### src/rtl/sdram_cmd_pkg.sv
package sdram_cmd_pkg;

    // Command encodings on {cs_n, ras_n, cas_n, we_n}.
    localparam logic [3:0] CMD_NOP       = 4'h7;
    localparam logic [3:0] CMD_ACTIVE    = 4'h3;
    localparam logic [3:0] CMD_READ      = 4'h5;
    localparam logic [3:0] CMD_WRITE     = 4'h4;
    localparam logic [3:0] CMD_BURST_END = 4'h6;
    localparam logic [3:0] CMD_PRECHARGE = 4'h2;
    localparam logic [3:0] CMD_REFRESH   = 4'h1;

    localparam int ADDR_W    = 12;
    localparam int BANK_W    = 2;
    localparam int NBANK     = 4;
    localparam int ROW_W     = 12;
    localparam int DATA_W    = 32;
    localparam int FIFO_DEPTH = 32;
    localparam int PRE_SEL_BIT = 10;

    // Burst length codes on the burst length input.
    localparam logic [2:0] BL_1    = 3'h0;
    localparam logic [2:0] BL_2    = 3'h1;
    localparam logic [2:0] BL_4    = 3'h2;
    localparam logic [2:0] BL_8    = 3'h3;
    localparam logic [2:0] BL_PAGE = 3'h7;

    // Timing in ps and the derived cycle counts at 40 MHz.
    localparam int CLK_PERIOD_PS          = 25000;
    localparam int ROW_PRECHARGE_TIME_PS  = 20000;
    localparam int ROW_PRECHARGE_CYC      =
        (ROW_PRECHARGE_TIME_PS + CLK_PERIOD_PS - 1) / CLK_PERIOD_PS;
    localparam int REFRESH_CYCLE_TIME_PS  = 70000;
    localparam int REFRESH_CYCLE_CYC      =
        (REFRESH_CYCLE_TIME_PS + CLK_PERIOD_PS - 1) / CLK_PERIOD_PS;
    // Internal oscillator refresh period in self refresh, in ns.
    localparam int SELF_REFRESH_INTERVAL_NS = 15625;
    localparam int SELF_REFRESH_INTERVAL_CYC =
        SELF_REFRESH_INTERVAL_NS * 1000 / CLK_PERIOD_PS;
    localparam int SELF_OSC_DIV_W = 10;
    localparam int CNT_W = 8;

    typedef enum logic [2:0] {
        BK_IDLE   = 3'b001,
        BK_ACTIVE = 3'b010,
        BK_PRECH  = 3'b100
    } bank_state_t;

    typedef enum logic [2:0] {
        MD_NORMAL = 3'b001,
        MD_SELF   = 3'b010,
        MD_EXIT   = 3'b100
    } dev_mode_t;

endpackage

### src/rtl/sdram_precharge_refresh.sv
`timescale 1ns/1ps
module sdram_precharge_refresh
    import sdram_cmd_pkg::*;
#(
    parameter bit AUTOMOTIVE = 1'b0
) (
    // Clock and reset.
    input  wire logic                       REF_CLK,
    input  wire logic                       RST,
    // Command pins.
    input  wire logic                       CKE,
    input  wire logic                       CS_N,
    input  wire logic                       RAS_N,
    input  wire logic                       CAS_N,
    input  wire logic                       WE_N,
    input  wire logic [sdram_cmd_pkg::BANK_W-1:0] BA,
    input  wire logic [sdram_cmd_pkg::ADDR_W-1:0] ADDR,
    // Burst length code.
    input  wire logic [2:0]                 BURST_LEN,
    // Write data into the buffer.
    input  wire logic                       WDATA_VALID,
    input  wire logic [sdram_cmd_pkg::DATA_W-1:0] WDATA,
    output logic                            WDATA_READY,
    // Buffered data toward the array.
    output logic                            ARRAY_VALID,
    input  wire logic                       ARRAY_READY,
    output logic [sdram_cmd_pkg::DATA_W-1:0] ARRAY_DATA,
    // Array control and status.
    output logic                            ROW_REFRESH,
    output logic [sdram_cmd_pkg::ROW_W-1:0] REFRESH_ROW,
    output logic [sdram_cmd_pkg::NBANK-1:0] BANK_ACTIVE,
    output logic [sdram_cmd_pkg::NBANK-1:0] BANK_PRECHARGING,
    output logic                            BURST_BUSY,
    output logic                            SELF_REFRESH_ON
);
    import sdram_cmd_pkg::*;

    ////////////////////////////////////////////////////////////////////////

    typedef struct packed {
        logic                           cke;
        logic                           cs_n;
        logic                           ras_n;
        logic                           cas_n;
        logic                           we_n;
        logic [BANK_W-1:0]              ba;
        logic [ADDR_W-1:0]              addr;
        logic [2:0]                     blen;
    } pins_t;

    typedef struct packed {
        pins_t                          p1;
        pins_t                          p2;
        bank_state_t [NBANK-1:0]        bank;
        logic [NBANK-1:0][CNT_W-1:0]    tmr;
        logic                           burst_on;
        logic                           burst_page;
        logic                           burst_ap;
        logic [BANK_W-1:0]              burst_bank;
        logic [CNT_W-1:0]               burst_left;
        logic [ROW_W-1:0]               row_ctr;
        logic                           refresh;
        logic [CNT_W-1:0]               rfc_cnt;
        dev_mode_t                      mode;
        logic                           wready;
        logic [5:0]                     fill;
        logic                           avalid;
        logic [DATA_W-1:0]              adata;
        logic [NBANK-1:0]               act_o;
        logic [NBANK-1:0]               pre_o;
    } core_state_t;

    core_state_t s_r;
    core_state_t s_nxt;
    logic        fifo_in_ready;
    logic        fifo_out_valid;
    logic [DATA_W-1:0] fifo_out_data;
    logic        fifo_pop;
    logic        fifo_push;
    logic        osc_tick;

    // Burst length in beats; zero for a full page that runs until cut, and for the unused codes 4 to 6.
    function automatic logic [CNT_W-1:0] beats(input logic [2:0] code);
        case (code)
            BL_1:    beats = 8'h01;
            BL_2:    beats = 8'h02;
            BL_4:    beats = 8'h04;
            BL_8:    beats = 8'h08;
            default: beats = 8'h00;
        endcase
    endfunction

    function automatic logic [3:0] cmd_of(input pins_t p);
        cmd_of = {p.cs_n, p.ras_n, p.cas_n, p.we_n};
    endfunction

    ////////////////////////////////////////////////////////////////////////

    sdram_data_fifo #(
        .WIDTH (DATA_W),
        .DEPTH (FIFO_DEPTH)
    ) u_fifo (
        .clk       (REF_CLK),
        .rst       (RST),
        .in_valid  (fifo_push),
        .in_ready  (fifo_in_ready),
        .in_data   (WDATA),
        .out_valid (fifo_out_valid),
        .out_ready (fifo_pop),
        .out_data  (fifo_out_data)
    );

    sdram_self_osc u_osc (
        .clk    (REF_CLK),
        .rst    (RST),
        .enable (s_r.mode == MD_SELF),
        .tick   (osc_tick)
    );

    // The output stage holds one word; it takes another only once the
    // array has accepted the one it holds, so array stalls fill the FIFO.
    assign fifo_pop = fifo_out_valid && (!s_r.avalid || ARRAY_READY);
    // Only words that saw ready high enter the FIFO, so the registered
    // ready and the fill side never disagree about a handshake.
    assign fifo_push = WDATA_VALID && s_r.wready && fifo_in_ready;

    assign WDATA_READY      = s_r.wready;
    assign ARRAY_VALID      = s_r.avalid;
    assign ARRAY_DATA       = s_r.adata;
    assign ROW_REFRESH      = s_r.refresh;
    assign REFRESH_ROW      = s_r.row_ctr;
    assign BANK_ACTIVE      = s_r.act_o;
    assign BANK_PRECHARGING = s_r.pre_o;
    assign BURST_BUSY       = s_r.burst_on;
    assign SELF_REFRESH_ON  = (s_r.mode != MD_NORMAL) ? 1'b1 : 1'b0;

    ////////////////////////////////////////////////////////////////////////

    always_comb begin
        logic [3:0]        cmd;
        logic              do_refresh;
        logic              live;
        logic [BANK_W-1:0] bk;
        cmd        = CMD_NOP;
        do_refresh = 1'b0;
        live       = 1'b0;
        bk         = '0;
        s_nxt      = s_r;
        s_nxt.p1   = '{cke: CKE, cs_n: CS_N, ras_n: RAS_N, cas_n: CAS_N,
                       we_n: WE_N, ba: BA, addr: ADDR, blen: BURST_LEN};
        s_nxt.p2   = s_r.p1;
        cmd        = cmd_of(s_r.p2);
        bk         = s_r.p2.ba;
        s_nxt.refresh = 1'b0;
        if (s_r.rfc_cnt != '0) begin
            s_nxt.rfc_cnt = s_r.rfc_cnt - 8'h01;
        end

        // Precharge timers return banks to idle.
        for (int i = 0; i < NBANK; i++) begin
            if (s_r.bank[i] == BK_PRECH) begin
                if (s_r.tmr[i] <= 8'h01) begin
                    s_nxt.bank[i] = BK_IDLE;
                    s_nxt.tmr[i]  = '0;
                end else begin
                    s_nxt.tmr[i] = s_r.tmr[i] - 8'h01;
                end
            end
        end

        // Burst countdown; auto precharge begins in the cycle after the last beat.
        if (s_r.burst_on && !s_r.burst_page) begin
            if (s_r.burst_left <= 8'h01) begin
                s_nxt.burst_on = 1'b0;
                if (s_r.burst_ap) begin
                    s_nxt.bank[s_r.burst_bank] = BK_PRECH;
                    s_nxt.tmr[s_r.burst_bank]  = 8'(ROW_PRECHARGE_CYC);
                end
            end else begin
                s_nxt.burst_left = s_r.burst_left - 8'h01;
            end
        end

        case (s_r.mode)
            MD_NORMAL: begin
                // Clock enable low masks commands, except the refresh that
                // carries the request for self refresh.
                live = s_r.p2.cke || (cmd == CMD_REFRESH);
            end
            MD_SELF: begin
                // Internal ticks refresh rows with no command input.
                if (osc_tick) begin
                    do_refresh = 1'b1;
                end
                if (s_r.p2.cke) begin
                    s_nxt.mode = MD_EXIT;
                end
            end
            MD_EXIT: begin
                // A refresh still running finishes before commands count.
                if (s_r.rfc_cnt == '0) begin
                    s_nxt.mode = MD_NORMAL;
                end
            end
            default: begin
                s_nxt.mode = MD_NORMAL;
            end
        endcase

        // Everything but CKE is ignored outside normal mode.
        if (live) begin
            case (cmd)
                CMD_ACTIVE: begin
                    if (s_r.bank[bk] == BK_IDLE) begin
                        s_nxt.bank[bk] = BK_ACTIVE;
                    end
                end
                CMD_READ, CMD_WRITE: begin
                    if (s_r.bank[bk] == BK_ACTIVE) begin
                        s_nxt.burst_on   = 1'b1;
                        s_nxt.burst_bank = bk;
                        s_nxt.burst_left = beats(s_r.p2.blen);
                        s_nxt.burst_page = (s_r.p2.blen == BL_PAGE);
                        // Fresh choice on every command.
                        s_nxt.burst_ap = s_r.p2.addr[PRE_SEL_BIT] &&
                                         (s_r.p2.blen != BL_PAGE);
                    end
                end
                CMD_BURST_END: begin
                    // Row stays active; only the burst stops.
                    s_nxt.burst_on = 1'b0;
                    s_nxt.burst_ap = 1'b0;
                end
                CMD_PRECHARGE: begin
                    for (int i = 0; i < NBANK; i++) begin
                        if ((s_r.p2.addr[PRE_SEL_BIT] || bk == i[1:0]) &&
                            s_r.bank[i] == BK_ACTIVE) begin
                            s_nxt.bank[i] = BK_PRECH;
                            s_nxt.tmr[i]  = 8'(ROW_PRECHARGE_CYC);
                        end
                    end
                end
                CMD_REFRESH: begin
                    // One row per command, address pins unused.
                    do_refresh = 1'b1;
                    if (!s_r.p2.cke && !AUTOMOTIVE) begin
                        s_nxt.mode = MD_SELF;
                    end
                end
                default: begin
                end
            endcase
        end

        if (do_refresh) begin
            s_nxt.refresh = 1'b1;
            s_nxt.row_ctr = s_r.row_ctr + 12'h001;
            s_nxt.rfc_cnt = 8'(REFRESH_CYCLE_CYC);
        end

        // Registered output copies.
        for (int i = 0; i < NBANK; i++) begin
            s_nxt.act_o[i] = (s_nxt.bank[i] == BK_ACTIVE);
            s_nxt.pre_o[i] = (s_nxt.bank[i] == BK_PRECH);
        end
        s_nxt.fill   = s_r.fill + 6'(fifo_push) - 6'(fifo_pop);
        s_nxt.wready = (s_nxt.fill != 6'(FIFO_DEPTH));
        if (fifo_pop) begin
            s_nxt.avalid = 1'b1;
            s_nxt.adata  = fifo_out_data;
        end else if (ARRAY_READY) begin
            s_nxt.avalid = 1'b0;
        end
    end

    always_ff @(posedge REF_CLK) begin
        if (RST) begin
            s_r          <= '0;
            s_r.p1       <= '{cke: 1'b1, cs_n: 1'b1, ras_n: 1'b1,
                              cas_n: 1'b1, we_n: 1'b1, ba: '0, addr: '0,
                              blen: '0};
            s_r.p2       <= '{cke: 1'b1, cs_n: 1'b1, ras_n: 1'b1,
                              cas_n: 1'b1, we_n: 1'b1, ba: '0, addr: '0,
                              blen: '0};
            s_r.bank     <= '{default: BK_IDLE};
            s_r.mode     <= MD_NORMAL;
        end else begin
            s_r <= s_nxt;
        end
    end
endmodule

### src/rtl/sdram_data_fifo.sv
`timescale 1ns/1ps
module sdram_data_fifo #(
    parameter int WIDTH = 32,
    parameter int DEPTH = 32
) (
    // Clock and reset.
    input  wire logic             clk,
    input  wire logic             rst,
    // Fill side.
    input  wire logic             in_valid,
    output logic                  in_ready,
    input  wire logic [WIDTH-1:0] in_data,
    // Drain side.
    output logic                  out_valid,
    input  wire logic             out_ready,
    output logic [WIDTH-1:0]      out_data
);
    localparam int AW = $clog2(DEPTH);

    typedef struct packed {
        logic [DEPTH-1:0][WIDTH-1:0] mem;
        logic [AW-1:0]               wr;
        logic [AW-1:0]               rd;
        logic [AW:0]                 cnt;
    } fifo_state_t;

    fifo_state_t s_r;
    fifo_state_t s_nxt;
    logic        push;
    logic        pop;

    assign in_ready  = (s_r.cnt != (AW+1)'(DEPTH));
    assign out_valid = (s_r.cnt != '0);
    assign out_data  = s_r.mem[s_r.rd];
    assign push      = in_valid && in_ready;
    assign pop       = out_valid && out_ready;

    always_comb begin
        s_nxt = s_r;
        if (push) begin
            s_nxt.mem[s_r.wr] = in_data;
            s_nxt.wr = s_r.wr + 1'b1;
        end
        if (pop) begin
            s_nxt.rd = s_r.rd + 1'b1;
        end
        s_nxt.cnt = s_r.cnt + (AW+1)'(push) - (AW+1)'(pop);
    end

    always_ff @(posedge clk) begin
        if (rst) begin
            s_r <= '0;
        end else begin
            s_r <= s_nxt;
        end
    end
endmodule

### src/rtl/sdram_self_osc.sv
`timescale 1ns/1ps
// Stands in for the internal refresh oscillator: a free divider that
// yields one-cycle refresh ticks while enabled.
module sdram_self_osc
    import sdram_cmd_pkg::*;
(
    // Clock and reset.
    input  wire logic clk,
    input  wire logic rst,
    // Control and tick.
    input  wire logic enable,
    output logic      tick
);
    typedef struct packed {
        logic [15:0] cnt;
        logic        tick;
    } osc_state_t;

    osc_state_t s_r;
    osc_state_t s_nxt;

    assign tick = s_r.tick;

    always_comb begin
        s_nxt = s_r;
        s_nxt.tick = 1'b0;
        if (!enable) begin
            s_nxt.cnt = '0;
        end else if (s_r.cnt == 16'(SELF_REFRESH_INTERVAL_CYC - 1)) begin
            s_nxt.cnt  = '0;
            s_nxt.tick = 1'b1;
        end else begin
            s_nxt.cnt = s_r.cnt + 16'h0001;
        end
    end

    always_ff @(posedge clk) begin
        if (rst) begin
            s_r <= '0;
        end else begin
            s_r <= s_nxt;
        end
    end
endmodule

### config.mk
export PLATFORM = sky130hd
export DESIGN_NAME = sdram_precharge_refresh
export DESIGN_NICKNAME = d
export VERILOG_FILES = /design/src/rtl/sdram_cmd_pkg.sv /design/src/rtl/sdram_precharge_refresh.sv /design/src/rtl/sdram_data_fifo.sv /design/src/rtl/sdram_self_osc.sv
export SDC_FILE = /design/constraint.sdc
export NUM_CORES = 2
export LEC_CHECK = 0
export BUFFER_PORTS_ARGS = -buffer_cell sky130_fd_sc_hd__buf_2
export CAP_MARGIN = 30
export CORE_MARGIN = 8
export CORE_UTILIZATION = 55
export DETAILED_ROUTE_END_ITERATION = 16
export GPL_TIMING_DRIVEN = 1
export PLACE_DENSITY = 0.77
export SLEW_MARGIN = 20
export SYNTH_ARGS = -nofsm -noshare
export SYNTH_HDL_FRONTEND = slang
export SYNTH_HIERARCHICAL = 1
export SYNTH_SLANG_ARGS = --single-unit
### constraint.sdc
create_clock -name REF_CLK -period 4.86 [get_ports REF_CLK]
set_input_delay 1.458 -clock REF_CLK [delete_from_list [all_inputs] [get_ports REF_CLK]]
set_output_delay 1.458 -clock REF_CLK [all_outputs]
set_load 0.01 [all_outputs]
======== Word level (Yosys, flattened, before mapping) ========
Index checks and enable logic that the tools add are counted.
storage, ports and cells
  register bits ........................... 1,228
  input port bits ......................... 58
  output and inout bits ................... 57
  word-level logic and storage cells ...... 258
cells by class
  add/sub/neg operators ................... 14
  order comparisons ....................... 12
  equal/unequal tests ..................... 40
  mux-type cells .......................... 69
  bitwise logic cells ..................... 10
  reductions and logical operators ........ 36
operator list
  operator                                              count
  bitwise mux 1024 bit                                  1
  binary-select mux 32 bit (select 5 bit)               1
  demux 32 bit (select 5 bit)                           1
  2-to-1 mux 8 bit                                      16
  2-to-1 mux 32 bit                                     3
  2-to-1 mux 45 bit                                     2
  2-to-1 mux 3 bit                                      20
  2-to-1 mux 57 bit                                     1
  subtractor 8 x 1 -> 8 bit (second input constant)     6
  2-to-1 mux 44 bit                                     1
  <= comparator 8 x 1 -> 1 bit (second input constant)  5
  == test 3 x 2 -> 1 bit (second input constant)        12
  == test 3 bit (second input constant)                 10
  AND 28 bit                                            1
  inverter 28 bit                                       1
  case mux 12 bit (2 select lines)                      1
  adder 16 x 1 -> 16 bit (second input constant)        1
  AND 8 bit                                             2
  demux 8 bit (select 2 bit)                            1
  == test 16 x 10 -> 1 bit (second input constant)      1
  inverter 8 bit                                        2
  case mux 4 bit (4 select lines)                       1
  logical AND 1 bit                                     14
  2-to-1 mux 13 bit                                     1
  other kinds (39)                                      76

======== Depth between registers and ports, before layout ========
  word-level depth ........................ 14
  mapped depth ............................ 21
  depth with buffers taken out ............ 16

======== By module ========
Netlist, hierarchy kept.
by module, submodules not included
  module                   times used  cells each  area an instance (um2)  seq. area each (um2)
  sdram_data_fifo          1           5,032       44,021.0                20,820.0
  sdram_precharge_refresh  1           786         6,993.0                 3,022.9
  sdram_self_osc           1           84          812.0                   340.3

======== Worst setup path before layout ========
No wires, ideal clock.
  kind .................................... input -> register
  start point ............................. input ARRAY_READY
  end point ............................... register u_fifo/s_r[4] in the netlist's numbering
  library setup time ...................... 131 ps
  data arrival time ....................... 3,718 ps
  required time ........................... 4,729 ps
  path slack .............................. 1,011 ps
  stages on the path ...................... 15
  buffers on the path ..................... 1
  cells stage by stage .................... nand2b_1 > nand2_1 > inv_1 > buf_1 > nand2_1 > inv_1 > ha_1 > inv_1 > ha_1 > inv_1 > fa_1 > nand2b_1 > a21oi_1 > o21a_1 > nor3_1
between the ends
  longest elaborated chain between the ends .. 4
ends and longest elaborated chain
  element                    RTL line                        source
  from (decl)                sdram_precharge_refresh.sv:26   input wire logic ARRAY_READY,
  logical OR 1 bit           sdram_precharge_refresh.sv:122  assign fifo_pop = fifo_out_valid && (!s_r.avalid || ARRAY_READY);
  logical AND 1 bit          sdram_precharge_refresh.sv:122
  named net fifo_pop         sdram_precharge_refresh.sv:78   logic fifo_pop;
  logical AND 1 bit          sdram_data_fifo.sv:36           assign pop = out_valid && out_ready;
  named net u_fifo.pop       sdram_data_fifo.sv:30           logic pop;
  subtractor 6 x 1 -> 6 bit  sdram_data_fifo.sv:47           s_nxt.cnt = s_r.cnt + (AW+1)'(push) - (AW+1)'(pop);
  to (signal assigned)       sdram_data_fifo.sv:54           s_r <= s_nxt;
  to (decl)                  sdram_data_fifo.sv:27           fifo_state_t s_r;
The timed path passes the listed nets, and every way through them passes these cells.
A chain may end at the register's enable or synchronous reset.

======== Final worst setup path ========
  start point ............................. register u_fifo/s_r[2] in the netlist's numbering
  end point ............................... register u_fifo/s_r[4] in the netlist's numbering
between the ends
  longest elaborated chain between the ends .. 5
  elaborated cells between the ends (all ways) .. 8
  classes of those cells .................. add/sub (2); eq/ne (1); reduce/logical (5)
ends and longest elaborated chain
  element                        RTL line                        source
  inequality test 6 bit (*)      sdram_data_fifo.sv:32           assign in_ready = (s_r.cnt != (AW+1)'(DEPTH));
  named net fifo_in_ready        sdram_precharge_refresh.sv:75   logic fifo_in_ready;
  logical AND 1 bit              sdram_precharge_refresh.sv:125  assign fifo_push = WDATA_VALID && s_r.wready && fifo_in_ready;
  logical AND 1 bit (*)          sdram_data_fifo.sv:35           assign push = in_valid && in_ready;
  adder 6 x 1 -> 6 bit (*)       sdram_data_fifo.sv:47
  subtractor 6 x 1 -> 6 bit (*)  sdram_data_fifo.sv:47
Mark *: on every way through the listed nets, which the timed path passes. The rest lies on a longest branch.

==> flow_summary.yaml <==
worst_setup_path:
  path_cells: "inv_1 -> ha_1 -> and4bb_4 -> inv_2 -> buf_4 -> nand2_1 -> ha_1 -> inv_1 -> ha_1 -> inv_1 -> fa_1 -> nand2b_1 -> a21oi_1 -> o21a_1 -> nor3_1"
  timing.critical_path.to_type: "flip-flop"
  critical_path.n_buffers_inverters: 5
  worstReg2RegStart: "u_fifo/s_r[2]"
  worstSetupPathType: "flip-flop to flip-flop"
  start_kind: "flip-flop"
  timing.critical_path.slowest_cell_delay_ns: 0.58
  crit_required_ns: 5.43
  reg2reg_slack_ns: 0.95
  critical_path_arrival_ns: 4.48
  worst_path_max_delay_cell: "sky130_fd_sc_hd__buf_4"
  ff2ff_path_depth: 15
  rr_endpoint: "u_fifo/s_r[4]"
  critPathMaxFanout: 45
  crit_family: "adder cells"
synth:
  synth-edff-count: 0
  ys_async_sr_fraction_pct: 0
  syn-mean-instance-area_um2: 8.78
  synth_warnings: 6
  share_of_synthesized_area_occupied_by_flip_flops_and_latches_pct: 46.7
  number_of_distinct_library_cells_after_synthesis: 90
  postSynthNetCount: 5997
  synthesis.instances: 5902
  synthesis.area_um2: 51800
  synth-seq-cells: 1208
  postSynth.topFlopCell: "sky130_fd_sc_hd__dfxtp_1"
power_and_ir_drop:
  leakage_nw: 18.5
  vdd_ir_max_mv: 0.364
  post-layout-total-power_mw: 23.4
  cellPowerDensity_nw_per_um2: 414
global_routing:
  gr-total-overflow: 0
  grt_first_pass_wirelength_um: 236000
  global_route.usage.total_pct: 28.6
  grt_antenna_before_repair: 11
  first_global_vias: 41300
  grt_max_degree: 204
final_layout:
  num-nets-final: 5775
  most_frequent_cells_in_the_layout: "sky130_fd_sc_hd__nand2_1 (1545), sky130_fd_sc_hd__dfxtp_1 (1204), sky130_fd_sc_hd__a21oi_1 (835)"
  mostFrequentLayoutCell: "sky130_fd_sc_hd__nand2_1"
  area_growth_pct: 9.13
  final_layout_size_suffix_gt1_share_pct: 13.0
routing:
  detail-route-antenna-nets: 0
  drt-initial-drc-count: 5807
  detailroute.via_count: 43900
  vias_per_cell: 6.24
  wl_um: 156000
  drc: 0
  post_drt_wl_per_cell_um: 22.2
  drt_pre_antenna_iters: 6
worst_hold_path:
  hold_class: "flip-flop to flip-flop"
  min_to: "s_r[149]"
  worst_hold_path.num_cells: 1
  hold_path_startpoint: "s_nxt[149]"
place:
  portBuffers: 103
  detailedPlacementHpwl_um: 93100
  worst_case_setup_slack_after_placement_ns: 0.859
  gp_routability_congestion: 0.870
cts:
  cts_hold_buf: 0
  cts.clk_slew.worst_paths_ns: 0.06
  tritoncts: "built"
  cts_max_path_buffers: 3
  numCtsBuffers: 118
  postCtsSetupBuffers: 0
  cts-root-buf: "sky130_fd_sc_hd__clkbuf_16"
  htreeDepth: 3
  postCtsResizedCells: 0
  insertion_delay_to_the_later_sink_of_the_worst_skew_pair_ns: 0.72
  clkSinkCount: 1208
die:
  fp.coreArea_um2: 93300
  die_area_um2: 104000
  row_count: 112
  initial_core_utilization_pct: 55.5
  die_y_um: 323
  floorplan.die.width_um: 323
  pin_count: 115
sta:
  timing.final.hold_violations: 0
  worst-slew-pin-transition_ns: 1.08
  slew_headroom_pct: 27.7
  finalCritPeriodShare_pct: 80.5
  setup_tns_ns: 0
  layout_min_cycle_time_ns: 3.91
  rsz0062_at_grt: "false"
  report.final.slew_viol_count: 0
  finClkSkew_ns: 0.0317
  max_clock_freq_mhz: 255
  final-setup-viol-count: 0
  setup_ws_ns: 0.946
job:
  max_cap_violations: 0
status:
  status: "completed"
[worst max-delay path by stage]
stage,slack [ns],to,cells past startpoint,from
after floorplan,1.01,u_fifo/s_r[4],15,ARRAY_READY
after global placement,0.93,u_fifo/s_r[366],9,WDATA_VALID
after detailed placement,0.86,u_fifo/s_r[339],9,WDATA_VALID
after CTS,0.97,u_fifo/s_r[4],15,u_fifo/s_r[2]
after global routing,0.70,u_fifo/s_r[4],15,u_fifo/s_r[2]
final,0.95,u_fifo/s_r[4],15,u_fifo/s_r[2]
[area by class of cell]
class	instances	area [µm²]
flip-flops and latches	1208	24200
repair buffers	241	1830
multi-input cells	4058	24700
diodes	4	10.0
clock buffers	174	3470
inverters	53	206
clock inverters	44	557
fillers	7757	36800
well taps	1254	1570
[per-layer routing]
metal  part of all wire (%)  global-route usage, %  vias up  wire length (µm)
li1                       -                      -    19900                 -
met1                     38                   36.9    20900             59800
met2                     45                   45.0     2471             69700
met3                     11                   6.13      553             17500
met4                    5.6                   15.4        4              8780
met5                  0.017                      0        -                27
[metrics by stage]
| step | hold slack (ns) | instances | util, % | area, µm² |
|---|---|---|---|---|
| 3_3_place_gp | 0.395 | 6813 | 56.3 | 52500 |
| 5_1_grt | 0.416 | 7033 | 60.6 | 56600 |
| 4_1_cts | 0.412 | 7032 | 60.6 | 56500 |
| 3_5_place_dp | 0.394 | 6814 | 56.3 | 52500 |
| 2_1_floorplan | 0.389 | 5902 | - | 51800 |
| 6_report | 0.410 | 7036 | 60.6 | 56600 |
[cell usage after synthesis, types with 48 or more instances]
cell type | count | area [µm²]
sky130_fd_sc_hd__nand2_1 | 1546 | 5800
sky130_fd_sc_hd__a21oi_1 | 835 | 4180
sky130_fd_sc_hd__clkbuf_1 | 271 | 1020
sky130_fd_sc_hd__mux2i_1 | 138 | 1380
sky130_fd_sc_hd__a22oi_1 | 93 | 698
sky130_fd_sc_hd__dfxtp_1 | 1208 | 24200
sky130_fd_sc_hd__nand3_1 | 338 | 1690
sky130_fd_sc_hd__buf_4 | 92 | 691
sky130_fd_sc_hd__inv_1 | 49 | 184
sky130_fd_sc_hd__nor2_1 | 116 | 435
sky130_fd_sc_hd__mux4_2 | 195 | 4390
sky130_fd_sc_hd__o21ai_0 | 319 | 1600
sky130_fd_sc_hd__xnor2_1 | 48 | 420
sky130_fd_sc_hd__buf_2 | 188 | 941
sky130_fd_sc_hd__o221ai_1 | 63 | 552
[worst reg2reg max path, cell delays in order, from the launching register on]
cell and delay, ns:
sky130_fd_sc_hd__dfxtp_1 0.34, sky130_fd_sc_hd__inv_1 0.07, sky130_fd_sc_hd__ha_1 0.22, sky130_fd_sc_hd__and4bb_4 0.35, sky130_fd_sc_hd__inv_2 0.20, sky130_fd_sc_hd__buf_4 0.59, sky130_fd_sc_hd__nand2_1 0.42, sky130_fd_sc_hd__ha_1 0.40
sky130_fd_sc_hd__inv_1 0.05, sky130_fd_sc_hd__ha_1 0.15, sky130_fd_sc_hd__inv_1 0.06, sky130_fd_sc_hd__fa_1 0.39, sky130_fd_sc_hd__nand2b_1 0.16, sky130_fd_sc_hd__a21oi_1 0.20, sky130_fd_sc_hd__o21a_1 0.13, sky130_fd_sc_hd__nor3_1 0.05
[sequential cells by signal, indices dropped and copies added, names as in the netlist]
name and count:
u_fifo/s_r 1040, BURST_BUSY 1, ARRAY_DATA 32, ARRAY_VALID 1, REFRESH_ROW 12, u_osc/s_r 16
BANK_PRECHARGING 4, s_r 84, u_osc/tick 1, s_nxt 11, BANK_ACTIVE 4, WDATA_READY 1
ROW_REFRESH 1
[cell families after synthesis]
kind of cell | synth area share [%]
simple gates | 19.5
compound gates | 14.6
flops | 46.7
buf+inv | 5.89
mux | 11.2
xor+xnor | 1.15
fa+ha+maj | 0.922
[where the power goes]
| part | switching (mW) | total, mW | internal, mW |
|---|---|---|---|
| clock network | 3.91 | 9.46 | 5.55 |
| registers | 0.250 | 10.3 | 10.1 |
| logic | 2.33 | 3.60 | 1.27 |
Power figures use the tool's default switching activity.
